===== src/rtl/spm_pkg.sv =====
/*
 * constants, register map and shared helpers of the sensor power-mode controller.
 * assumes one 200 MHz clock and a register port driven by the serial slave logic.
 */
package spm_pkg;
    localparam int CLK_HZ = 200_000_000;
    localparam int TOP_RATE_HZ = 3200;
    localparam int TICK_3200_CYCLES = CLK_HZ / TOP_RATE_HZ;
    localparam logic [11:0] BASE_TICKS_PER_SEC = 12'(TOP_RATE_HZ);

    localparam logic [5:0] ADDR_INACT_THR = 6'h25;
    localparam logic [5:0] ADDR_INACT_PERIOD = 6'h26;
    localparam logic [5:0] ADDR_RATE_CTRL = 6'h2C;
    localparam logic [5:0] ADDR_POWER_CTRL = 6'h2D;
    localparam logic [5:0] ADDR_MODE_STATUS = 6'h3F;

    localparam int POW_LINK_BIT = 5;
    localparam int POW_AUTOSLEEP_BIT = 4;
    localparam int POW_MEASURE_BIT = 3;
    localparam int RATE_LOWPWR_BIT = 4;

    localparam logic [7:0] RST_INACT_THR = 8'h00;
    localparam logic [7:0] RST_INACT_PERIOD = 8'h00;
    localparam logic [4:0] RST_RATE_CTRL = 5'h0A;
    localparam logic [2:0] RST_POWER_CTRL = 3'h0;

    localparam logic [3:0] RATE_CODE_FASTEST = 4'hF;
    localparam logic [3:0] RATE_CODE_SLOWEST = 4'h6;
    localparam logic [3:0] SLEEP_RATE_CODE = 4'h6;

    localparam int ACCEL_W = 13;
    localparam int THR_SHIFT = 4;

    typedef enum logic [1:0] {
        SPM_STANDBY = 2'b00,
        SPM_MEASURE = 2'b01,
        SPM_SLEEP = 2'b10
    } spm_state_type;

    // base 3200 Hz ticks per output sample; codes below the slowest clamp to it
    function automatic logic [9:0] spm_base_per_sample(input logic [3:0] code);
        logic [3:0] c;
        c = (code < RATE_CODE_SLOWEST) ? RATE_CODE_SLOWEST : code;
        return 10'(10'h001 << (RATE_CODE_FASTEST - c));
    endfunction
endpackage


===== src/rtl/spm_tb_if.sv =====
/*
 * link between the mode controller and its sample timebase.
 * assumes both ends run on i_mclk.
 */
`timescale 1ns/100ps
interface spm_tb_if;
    logic run;
    logic [3:0] rate_code;
    logic base_tick;
    logic sample_tick;
    modport ctrl (output run, output rate_code, input base_tick, input sample_tick);
    modport gen (input run, input rate_code, output base_tick, output sample_tick);
endinterface


===== src/rtl/spm_timebase.sv =====
/*
 * sample timebase: 3200 Hz base enable and the output-rate sample enable.
 * assumes the controller changes the rate code on a sample tick, while stopped, or on waking from sleep.
 */
`timescale 1ns/100ps
module spm_timebase
    import spm_pkg::*;
#(
    parameter int P_TICK_3200_CYCLES = TICK_3200_CYCLES
) (
    input wire logic i_mclk,
    input wire logic i_sys_rst,
    spm_tb_if.gen tb
);
    if (P_TICK_3200_CYCLES < 2) begin : g_bad_div
        $error("base divider must be at least 2 cycles");
    end

    logic [31:0] div_cnt;
    logic [31:0] next_div_cnt;
    logic [9:0] sub_cnt;
    logic [9:0] next_sub_cnt;
    logic base_tick;
    logic next_base_tick;
    logic sample_tick;
    logic next_sample_tick;

    always_comb begin
        next_div_cnt = div_cnt;
        next_sub_cnt = sub_cnt;
        next_base_tick = 1'b0;
        next_sample_tick = 1'b0;
        if (!tb.run) begin
            // stopped counters restart aligned to the first sample after measure
            next_div_cnt = '0;
            next_sub_cnt = '0;
        end else if (div_cnt == 32'(P_TICK_3200_CYCLES - 1)) begin
            next_div_cnt = '0;
            next_base_tick = 1'b1;
            if (sub_cnt >= spm_base_per_sample(tb.rate_code) - 10'd1) begin
                next_sub_cnt = '0;
                next_sample_tick = 1'b1;
            end else begin
                next_sub_cnt = sub_cnt + 10'd1;
            end
        end else begin
            next_div_cnt = div_cnt + 32'd1;
        end
    end

    always_ff @(posedge i_mclk) begin
        if (i_sys_rst) begin
            div_cnt <= '0;
            sub_cnt <= '0;
            base_tick <= 1'b0;
            sample_tick <= 1'b0;
        end else begin
            div_cnt <= next_div_cnt;
            sub_cnt <= next_sub_cnt;
            base_tick <= next_base_tick;
            sample_tick <= next_sample_tick;
        end
    end

    assign tb.base_tick = base_tick;
    assign tb.sample_tick = sample_tick;
endmodule


===== src/rtl/spm_power_ctrl.sv =====
/*
 * power-mode controller: registers, standby/measure/sleep modes, rate select, autosleep.
 * assumes a register port from the serial slave on the same clock and
 * acceleration samples from the sensing chain, also on the same clock.
 */
`timescale 1ns/100ps
module spm_power_ctrl
    import spm_pkg::*;
#(
    parameter int P_TICK_3200_CYCLES = TICK_3200_CYCLES
) (
    input wire logic i_mclk,
    input wire logic i_sys_rst,
    input wire logic i_reg_wr,
    input wire logic i_reg_rd,
    input wire logic [5:0] i_reg_addr,
    input wire logic [7:0] i_reg_wdata,
    input wire logic i_accel_valid,
    input wire logic signed [ACCEL_W-1:0] i_accel_x,
    input wire logic signed [ACCEL_W-1:0] i_accel_y,
    input wire logic signed [ACCEL_W-1:0] i_accel_z,
    output logic [7:0] o_reg_rdata,
    output logic o_reg_rvalid,
    output logic o_sensing_on,
    output logic o_sleep,
    output logic o_sample_strobe,
    output logic [3:0] o_rate_code,
    output logic o_low_power
);
    if (P_TICK_3200_CYCLES < 2) begin : g_bad_div
        $error("base divider must be at least 2 cycles");
    end

    spm_tb_if tb ();

    spm_timebase #(
        .P_TICK_3200_CYCLES(P_TICK_3200_CYCLES)
    ) u_timebase (
        .i_mclk(i_mclk),
        .i_sys_rst(i_sys_rst),
        .tb(tb)
    );

    // magnitude of one axis above the threshold scale
    function automatic logic spm_over(input logic signed [ACCEL_W-1:0] a,
                                      input logic [7:0] thr);
        logic [ACCEL_W-1:0] mag;
        mag = a[ACCEL_W-1] ? ACCEL_W'(-a) : ACCEL_W'(a);
        return (mag >> THR_SHIFT) > ACCEL_W'(thr);
    endfunction

    // software-facing registers
    logic [7:0] inact_thr;
    logic [7:0] next_inact_thr;
    logic [7:0] inact_period;
    logic [7:0] next_inact_period;
    logic [4:0] rate_ctrl;
    logic [4:0] next_rate_ctrl;
    logic [2:0] pow_ctrl;
    logic [2:0] next_pow_ctrl;
    logic [7:0] rdata;
    logic [7:0] next_rdata;
    logic rvalid;
    logic next_rvalid;

    // values in force for the running sample
    logic [7:0] app_thr;
    logic [7:0] next_app_thr;
    logic [7:0] app_period;
    logic [7:0] next_app_period;
    logic [4:0] app_rate;
    logic [4:0] next_app_rate;

    // mode and inactivity state
    spm_state_type state;
    spm_state_type next_state;
    logic [8:0] quiet_secs;
    logic [8:0] next_quiet_secs;
    logic [11:0] sec_acc;
    logic [11:0] next_sec_acc;
    logic last_active;
    logic next_last_active;
    logic sensing_on;
    logic sleep_q;
    logic strobe_q;
    logic [3:0] rate_q;
    logic lowpwr_q;

    logic ctl_measure;
    logic auto_on;
    logic any_active;
    logic [11:0] acc_sum;

    assign ctl_measure = pow_ctrl[2];
    assign auto_on = pow_ctrl[1] & pow_ctrl[0];
    assign any_active = i_accel_valid &&
                        (spm_over(i_accel_x, app_thr) || spm_over(i_accel_y, app_thr) ||
                         spm_over(i_accel_z, app_thr));
    assign acc_sum = sec_acc + 12'(spm_base_per_sample(app_rate[3:0]));

    // registers stay open in every mode, standby included
    always_comb begin
        next_inact_thr = inact_thr;
        next_inact_period = inact_period;
        next_rate_ctrl = rate_ctrl;
        next_pow_ctrl = pow_ctrl;
        next_rdata = rdata;
        next_rvalid = i_reg_rd;
        if (i_reg_wr) begin
            case (i_reg_addr)
                ADDR_INACT_THR: next_inact_thr = i_reg_wdata;
                ADDR_INACT_PERIOD: next_inact_period = i_reg_wdata;
                ADDR_RATE_CTRL: next_rate_ctrl = i_reg_wdata[4:0];
                ADDR_POWER_CTRL: next_pow_ctrl = {i_reg_wdata[POW_MEASURE_BIT],
                                                  i_reg_wdata[POW_AUTOSLEEP_BIT],
                                                  i_reg_wdata[POW_LINK_BIT]};
                default: next_pow_ctrl = pow_ctrl;
            endcase
        end
        if (i_reg_rd) begin
            case (i_reg_addr)
                ADDR_INACT_THR: next_rdata = inact_thr;
                ADDR_INACT_PERIOD: next_rdata = inact_period;
                ADDR_RATE_CTRL: next_rdata = {3'h0, rate_ctrl};
                ADDR_POWER_CTRL: next_rdata = {2'h0, pow_ctrl[0], pow_ctrl[1],
                                               pow_ctrl[2], 3'h0};
                ADDR_MODE_STATUS: next_rdata = {5'h00, last_active, state};
                default: next_rdata = 8'h00;
            endcase
        end
    end

    // settings move into force only between samples so none is split
    always_comb begin
        next_app_thr = app_thr;
        next_app_period = app_period;
        next_app_rate = app_rate;
        if (tb.sample_tick || state == SPM_STANDBY) begin
            next_app_thr = inact_thr;
            next_app_period = inact_period;
            next_app_rate = rate_ctrl;
        end
    end

    always_comb begin
        next_state = state;
        next_quiet_secs = quiet_secs;
        next_sec_acc = sec_acc;
        // samples are ignored in standby, where sensing is off
        next_last_active = (i_accel_valid && state != SPM_STANDBY) ? any_active : last_active;
        if (!ctl_measure) begin
            next_state = SPM_STANDBY;
            next_quiet_secs = '0;
            next_sec_acc = '0;
        end else begin
            case (state)
                SPM_STANDBY: begin
                    next_state = SPM_MEASURE;
                end
                SPM_MEASURE: begin
                    if (!auto_on || any_active) begin
                        next_quiet_secs = '0;
                        next_sec_acc = '0;
                    end else if (tb.sample_tick) begin
                        if (acc_sum >= BASE_TICKS_PER_SEC) begin
                            next_sec_acc = acc_sum - BASE_TICKS_PER_SEC;
                            next_quiet_secs = (quiet_secs == 9'h0FF) ? quiet_secs
                                                                     : quiet_secs + 9'd1;
                            if (app_period != 8'h00 &&
                                quiet_secs + 9'd1 >= {1'b0, app_period}) begin
                                next_state = SPM_SLEEP;
                                next_quiet_secs = '0;
                                next_sec_acc = '0;
                            end
                        end else begin
                            next_sec_acc = acc_sum;
                        end
                    end
                end
                SPM_SLEEP: begin
                    // activity or dropping autosleep wakes the device back to measuring
                    if (!auto_on || any_active) begin
                        next_state = SPM_MEASURE;
                    end
                end
                default: next_state = SPM_STANDBY;
            endcase
        end
    end

    // sleep samples slowly to watch for activity; standby stops the timebase entirely
    assign tb.run = (state != SPM_STANDBY);
    assign tb.rate_code = (state == SPM_SLEEP) ? SLEEP_RATE_CODE : app_rate[3:0];

    always_ff @(posedge i_mclk) begin
        if (i_sys_rst) begin
            inact_thr <= RST_INACT_THR;
            inact_period <= RST_INACT_PERIOD;
            rate_ctrl <= RST_RATE_CTRL;
            pow_ctrl <= RST_POWER_CTRL;
            rdata <= 8'h00;
            rvalid <= 1'b0;
            app_thr <= RST_INACT_THR;
            app_period <= RST_INACT_PERIOD;
            app_rate <= RST_RATE_CTRL;
            state <= SPM_STANDBY;
            quiet_secs <= '0;
            sec_acc <= '0;
            last_active <= 1'b0;
            sensing_on <= 1'b0;
            sleep_q <= 1'b0;
            strobe_q <= 1'b0;
            rate_q <= RST_RATE_CTRL[3:0];
            lowpwr_q <= 1'b0;
        end else begin
            inact_thr <= next_inact_thr;
            inact_period <= next_inact_period;
            rate_ctrl <= next_rate_ctrl;
            pow_ctrl <= next_pow_ctrl;
            rdata <= next_rdata;
            rvalid <= next_rvalid;
            app_thr <= next_app_thr;
            app_period <= next_app_period;
            app_rate <= next_app_rate;
            state <= next_state;
            quiet_secs <= next_quiet_secs;
            sec_acc <= next_sec_acc;
            last_active <= next_last_active;
            sensing_on <= (next_state != SPM_STANDBY);
            sleep_q <= (next_state == SPM_SLEEP);
            // a sample cut short by the measure bit is dropped, never written in standby
            strobe_q <= tb.sample_tick && next_state != SPM_STANDBY;
            rate_q <= tb.rate_code;
            lowpwr_q <= next_app_rate[RATE_LOWPWR_BIT] && next_state != SPM_STANDBY;
        end
    end

    assign o_reg_rdata = rdata;
    assign o_reg_rvalid = rvalid;
    assign o_sensing_on = sensing_on;
    assign o_sleep = sleep_q;
    assign o_sample_strobe = strobe_q;
    assign o_rate_code = rate_q;
    assign o_low_power = lowpwr_q;
endmodule


===== config.mk =====
export PLATFORM = sky130hd
export DESIGN_NAME = spm_power_ctrl
export DESIGN_NICKNAME = d
export VERILOG_FILES = /design/src/rtl/spm_pkg.sv /design/src/rtl/spm_tb_if.sv /design/src/rtl/spm_timebase.sv /design/src/rtl/spm_power_ctrl.sv
export SDC_FILE = /design/constraint.sdc
export NUM_CORES = 1
export LEC_CHECK = 0
export ABC_CLOCK_PERIOD_IN_PS = 5600
export BUFFER_PORTS_ARGS = -buffer_cell sky130_fd_sc_hd__clkbuf_2
export CAP_MARGIN = 20
export CORE_ASPECT_RATIO = 1.5
export CORE_MARGIN = 2
export CORE_UTILIZATION = 55
export DETAILED_ROUTE_END_ITERATION = 7
export PLACE_DENSITY = 0.74
export SLEW_MARGIN = 20
export SYNTH_ARGS = -nofsm -noshare
export SYNTH_HDL_FRONTEND = slang
export SYNTH_SLANG_ARGS = --single-unit

===== constraint.sdc =====
create_clock -name i_mclk -period 5.6 [get_ports i_mclk]
set_input_delay 0.28 -clock i_mclk [delete_from_list [all_inputs] [get_ports i_mclk]]
set_output_delay 0.28 -clock i_mclk [all_outputs]
set_load 0.01 [all_outputs]

## Word-level counts from Yosys, hierarchy flattened

Cells that the tools add are included.

| storage, ports and cells | value |
|---|---|
| register bits | 129 |

| cells by class | value |
|---|---|
| add/subtract/negate cells | 11 |
| multiplexer cells | 26 |
| eq/ne operators | 11 |
| $lt $le $gt $ge | 8 |
| bitwise operators | 4 |
| shifts and indexed selects | 2 |
| reduce and logical (&&, ||, !) cells | 26 |

Operators with widths:

| cell | number |
|---|---|
| 12-bit two-way mux | 4 |
| 9-bit two-way mux | 5 |
| 8-bit case mux with 5 select lines | 1 |
| 13-bit two-way mux | 3 |
| 13-bit negator | 3 |
| 32-bit by 1-bit adder with 32-bit output (second input constant) | 1 |
| 32-bit by 16-bit equality test with 1-bit output (second input constant) | 1 |
| 6-bit equality test (second input constant) | 5 |
| 9-bit by 8-bit > comparator with 1-bit output | 3 |
| 1-bit by 4-bit << shifter with 10-bit output (first input constant) | 2 |
| 12-bit by 10-bit adder with 12-bit output | 1 |
| 12-bit greater-or-equal comparator (second input constant) | 1 |
| 2-bit two-way mux | 6 |
| 4-bit two-way mux | 3 |
| 12-bit subtractor (second input constant) | 1 |
| 10-bit by 1-bit adder with 10-bit output (second input constant) | 1 |
| 10-bit greater-or-equal comparator | 1 |
| 10-bit two-way mux | 1 |
| 2-bit AND reduction | 5 |
| 10-bit by 1-bit subtractor with 10-bit output (second input constant) | 1 |
| 9-bit by 1-bit adder with 9-bit output (second input constant) | 1 |
| 9-bit by 8-bit equality test with 1-bit output (second input constant) | 1 |
| 9-bit by 8-bit greater-or-equal comparator with 1-bit output | 1 |
| 4-bit by 3-bit < comparator with 1-bit output (second input constant) | 2 |
| other kinds (18) | 34 |

## Logic depth before layout (Yosys ltp)

| depth | value |
|---|---|
| word-level depth | 13 |
| gate-level depth with buffers | 15 |

## By module

Synthesis repeated with hierarchy kept, for this count alone.

| unflattened totals | value |
|---|---|
| cells, all modules | 973 |
| area, all modules | 7941.4 sq um |

Modules (own cells, without submodules):

| module | seq. area each (sq um) | cells each | area an instance (sq um) | instances |
|---|---|---|---|---|
| spm_power_ctrl | 1721.7 | 685 | 5531.6 | 1 |
| spm_timebase | 880.8 | 288 | 2409.8 | 1 |

## Worst setup path after synthesis

OpenSTA, ideal clock, no wires.

| timing | value |
|---|---|
| path type | input to register |
| start point | input port i_accel_x[2] |
| end point | register sec_acc[4] |
| cell stages on the path | 15 |
| library setup time | 0.059 ns |
| setup slack | 1.989 ns |
| path buffers | 2 |
| arrival time | 3.551 ns |
| required time | 5.541 ns |
| path through | or4_1 or2_2 o31ai_1 xnor2_1 ha_1 and4_1 a21boi_0 o41ai_1 nand3_1 o22ai_1 buf_2 a21oi_1 nor2_1 clkbuf_1 a22o_1 |

| between the ends | value |
|---|---|
| word-level cells in the longest chain between the ends | 9 |

RTL lines:

| what | RTL line | RTL |
|---|---|---|
| start: declaration | spm_power_ctrl.sv:19 | `input wire logic signed [ACCEL_W-1:0] i_accel_x,` |
| 13-bit negator * | spm_power_ctrl.sv:48 | `mag = a[ACCEL_W-1] ? ACCEL_W'(-a) : ACCEL_W'(a);` |
| 13-bit two-way mux * | spm_power_ctrl.sv:48 |  |
| 9-bit by 8-bit > comparator with 1-bit output * | spm_power_ctrl.sv:49 | `return (mag >> THR_SHIFT) > ACCEL_W'(thr);` |
| 1-bit logical OR * (2 in series) | spm_power_ctrl.sv:97 | `(spm_over(i_accel_x, app_thr) \|\| spm_over(i_accel_y, app_thr) \|\|` |
| 1-bit logical AND * | spm_power_ctrl.sv:96 | `assign any_active = i_accel_valid &&` |
| 1-bit logical OR * | spm_power_ctrl.sv:161 | `if (!auto_on \|\| any_active) begin` |
| 2-bit nonzero test (no line) | - |  |
| 2-bit AND reduction (no line) | - |  |
| end signal: assignment | spm_power_ctrl.sv:227 | `sec_acc <= next_sec_acc;` |
| end: declaration | spm_power_ctrl.sv:79 | `logic [11:0] sec_acc;` |

Every way passes the cells marked *; elsewhere a longest branch is shown, timed or not.
A chain may end at the register's enable or synchronous reset.

## Worst setup path after layout

| timing | value |
|---|---|
| start point | register app_rate[2] |
| end point | register quiet_secs[4] |

| between the ends | value |
|---|---|
| word-level cells in the longest chain between the ends | 8 |

RTL lines:

| what | RTL line | RTL |
|---|---|---|
| start: declaration | spm_power_ctrl.sv:71 | `logic [4:0] app_rate;` |
| start signal: assignment | spm_power_ctrl.sv:224 | `app_rate <= next_app_rate;` |
| 4-bit by 3-bit < comparator with 1-bit output | spm_pkg.sv:43 | `c = (code < RATE_CODE_SLOWEST) ? RATE_CODE_SLOWEST : code;` |
| 4-bit two-way mux * | spm_pkg.sv:43 |  |
| 4-bit subtractor * | spm_pkg.sv:44 | `return 10'(10'h001 << (RATE_CODE_FASTEST - c));` |
| 1-bit by 4-bit << shifter with 10-bit output * | spm_pkg.sv:44 |  |
| 12-bit by 10-bit adder with 12-bit output * | spm_power_ctrl.sv:99 | `assign acc_sum = sec_acc + 12'(spm_base_per_sample(app_rate[3:0]));` |
| 12-bit greater-or-equal comparator * | spm_power_ctrl.sv:165 | `if (acc_sum >= BASE_TICKS_PER_SEC) begin` |
| 2-bit nonzero test (no line) * | - |  |
| 4-bit AND reduction (no line) * | - |  |
| end signal: assignment | spm_power_ctrl.sv:226 | `quiet_secs <= next_quiet_secs;` |
| end: declaration | spm_power_ctrl.sv:77 | `logic [8:0] quiet_secs;` |

Marks and branches as above.

==> out/metrics.yaml <==
run_status:
  status: "completed"
die:
  rows: 52
  core_area_um2: 13470
  start_util: 0.5617
  die_h_um: 147.6
  die_w_um: 99.76
  die_area_um2: 14730
  io_pins: 75
critical_path:
  startpoint_type: "register"
  rrSetupSlack_ps: 1760
  required_ps: 5900
  crit_type: "reg2reg"
  worstPathArrival_ps: 4150
  worstSetupEndpointType: "register"
  crit_fanout: 11
cts:
  cts_root_buffer: "clkbuf_16"
  numClockSinks: 129
  cts-buffers-inserted: 17
  clk_pin_slew_ps: 60
  hold_buffers: 0
  cts_resized: 0
  clockBufferDepth: 2
  cts_tree: "yes"
  postCtsSetupRepairBufs: 0
  clk_latency_ps: 420
  htreeDepth: 4
logic_synthesis:
  yosysTopAreaCell: "dfxtp_1"
  synth_area_per_cell_um2: 8.082
  synth.net_count: 1053
  synthFlopType: "dfxtp_1"
  ys_ff_latch: 129
  ys_top_cells_by_area: "dfxtp_1 (34%), ha_1 (9.6%), nand2_1 (6.3%), xnor2_1 (5.6%), nor2_1 (5.4%)"
  ys_seq_area_frac: 0.3414
  ys_warn_count: 0
  synth_top_area_share: 0.3414
  synth_area_um2: 7565
  synth_edf_count: 0
  async_flop_share: 0
  syn_inst: 936
  ys_types: 69
sta:
  tightest_slew_ps: 697.1
  finalHoldViolCount: 0
  maxSlewHeadroom: 0.5335
  post-route-period-util: 0.6865
  grt_setup_unrepaired: "no"
  setup_ws_ps: 1756
  finalSetupViolCount: 0
  skew_ps: 8.922
  timing.fmax_ghz: 0.2601
  fin_crit_ps: 3844
  setup_tns_ps: 0
  final_max_slew_viol_count: 0
drt:
  wl_per_cell_um: 15.49
  vias: 6879
  avgViaCountPerCell: 5.830
  antenna_left: 0
  drtIter0Drc: 296
  drc: 0
  firstDrtPassIters: 5
  wl_um: 18280
placement:
  pre_cts_ws_ps: 1529
  place_area_um2: 8085
  gp_congestion: 0.8889
  hpwl_um: 13790
  numPortBuffers: 74
grt:
  track_usage: 0.2526
  antenna_found_initial: 0
  grt_max_degree: 64
  grt_pass1_vias: 6631
  grt_pass1_wl_um: 30100
  grt_overflow: 0
final_layout:
  final_common_cell: "dfxtp_1"
  fillCellCount: 1146
  drive_gt1_frac: 0.1297
  finalInstanceArea_um2: 8705
  num_antenna_cells: 0
  nNetsFinal: 1122
  final_cell_mix: "dfxtp_1 (129), nand2_1 (127), nor2_1 (108)"
  multiInputGateArea_um2: 4742
  seq_area_um2: 2582
  areaGrowthSynthToFinish_pct: 15.07
power_and_ir_drop:
  p_leak_nw: 3.417
  ir_drop_mv: 0.1475
  p_per_area_nw_per_um2: 254.3
flow_run:
  cap_violations: 0
min_path:
  min_path_type: "in2reg"
[final timing paths]
check                        to      startpoint  cells after the start
setup / recovery  quiet_secs[4]     app_rate[2]                     11
hold / removal     inact_thr[7]  i_reg_wdata[7]                      3
setup reg to reg  quiet_secs[4]     app_rate[2]                     11
hold reg to reg      app_thr[3]      app_thr[3]                      2
[cells by family (layout without fill, tap and decap cells)]
kind of cell / Yosys count / in the layout / synth area share
other: 1 / 1 / 0.0004957
AOI/OAI and AO/OA: 181 / 181 / 0.1628
buffers and inverters: 66 / 148 / 0.03308
and+or+nand+nor: 412 / 412 / 0.2595
DFF: 129 / 129 / 0.3414
adders and majority gates: 59 / 59 / 0.09858
xor gates and xnor gates: 76 / 76 / 0.08799
muxes: 12 / 12 / 0.01621
[where the power goes]
part	leakage (nW)	total, W	internal (W)	switching [W]
clock	0.303	0.00116	0.000748	0.000416
combinational	2.08	0.000129	0.0000571	0.0000714
sequential	1.04	0.000921	0.000920	0.00000144
total	3.42	0.00221	0.00172	0.000489
[cells in the mapped netlist, drive strengths merged, types with 20 or more instances]
cell type  count
dfxtp        129
a21oi         68
inv           34
xor2          28
nor4          20
clkbuf        30
ha            58
xnor2         48
nor2         108
nand2        127
o21ai         25
nand3         53
[flip-flops by register name, indices dropped and copies added (netlist names)]
name and flops:
o_reg_rvalid 1, state 2, o_sample_strobe 1, last_active 1, app_period 8, o_reg_rdata 8
u_timebase.sub_cnt 10, u_timebase.div_cnt 32, app_thr 8, app_rate 5, sec_acc 12, rate_ctrl 5
o_sensing_on 1, o_rate_code 4, o_low_power 1, inact_period 8, o_sleep 1, u_timebase.tb.sample_tick 1
quiet_secs 9, pow_ctrl 3, inact_thr 8
[layer usage]
layer	GRT usage	up-vias	routed length, um
li1	-	3458	-
met1	0.2738	3149	7234
met2	0.4557	216	9324
met3	0.05390	56	899
met4	0.1295	0	818
met5	0	-	0
[area by class of cell]
type,count,share of cell area
Timing Repair Buffer,82,0.04945
Inverter,34,0.01466
Clock inverter,12,0.02099
Multi-Input combinational cell,741,0.5448
Tap cell,162,0.02329
Clock buffer,20,0.05017
Sequential cell,129,0.2967
[stage by stage]
| step | instances | utilization | hold slack (ps) | total power (W) |
|---|---|---|---|---|
| 4_1_cts | 1180 | 0.6463 | 116.8 | 0.002224 |
| 5_1_grt | 1180 | 0.6463 | 137.3 | 0.002286 |
| 6_report | 1180 | 0.6463 | 125.3 | 0.002214 |
| 3_3_place_gp | 1148 | 0.6003 | 438.5 | 0.001067 |
| 3_5_place_dp | 1148 | 0.6003 | 446.9 | 0.001069 |
| 2_1_floorplan | 936 | - | 408.2 | 0.001020 |
[critical path: stages (launching register included)]
cell	delay [ps]
dfxtp_1	550
nand2_1	180
nor3b_1	300
ha_1	330
and4_4	220
a221o_1	310
a211o_1	350
or2_4	270
a2111oi_4	460
o21ai_2	160
o221a_4	270
a221o_1	340
Note: power is estimated with default switching activity, not from simulation.
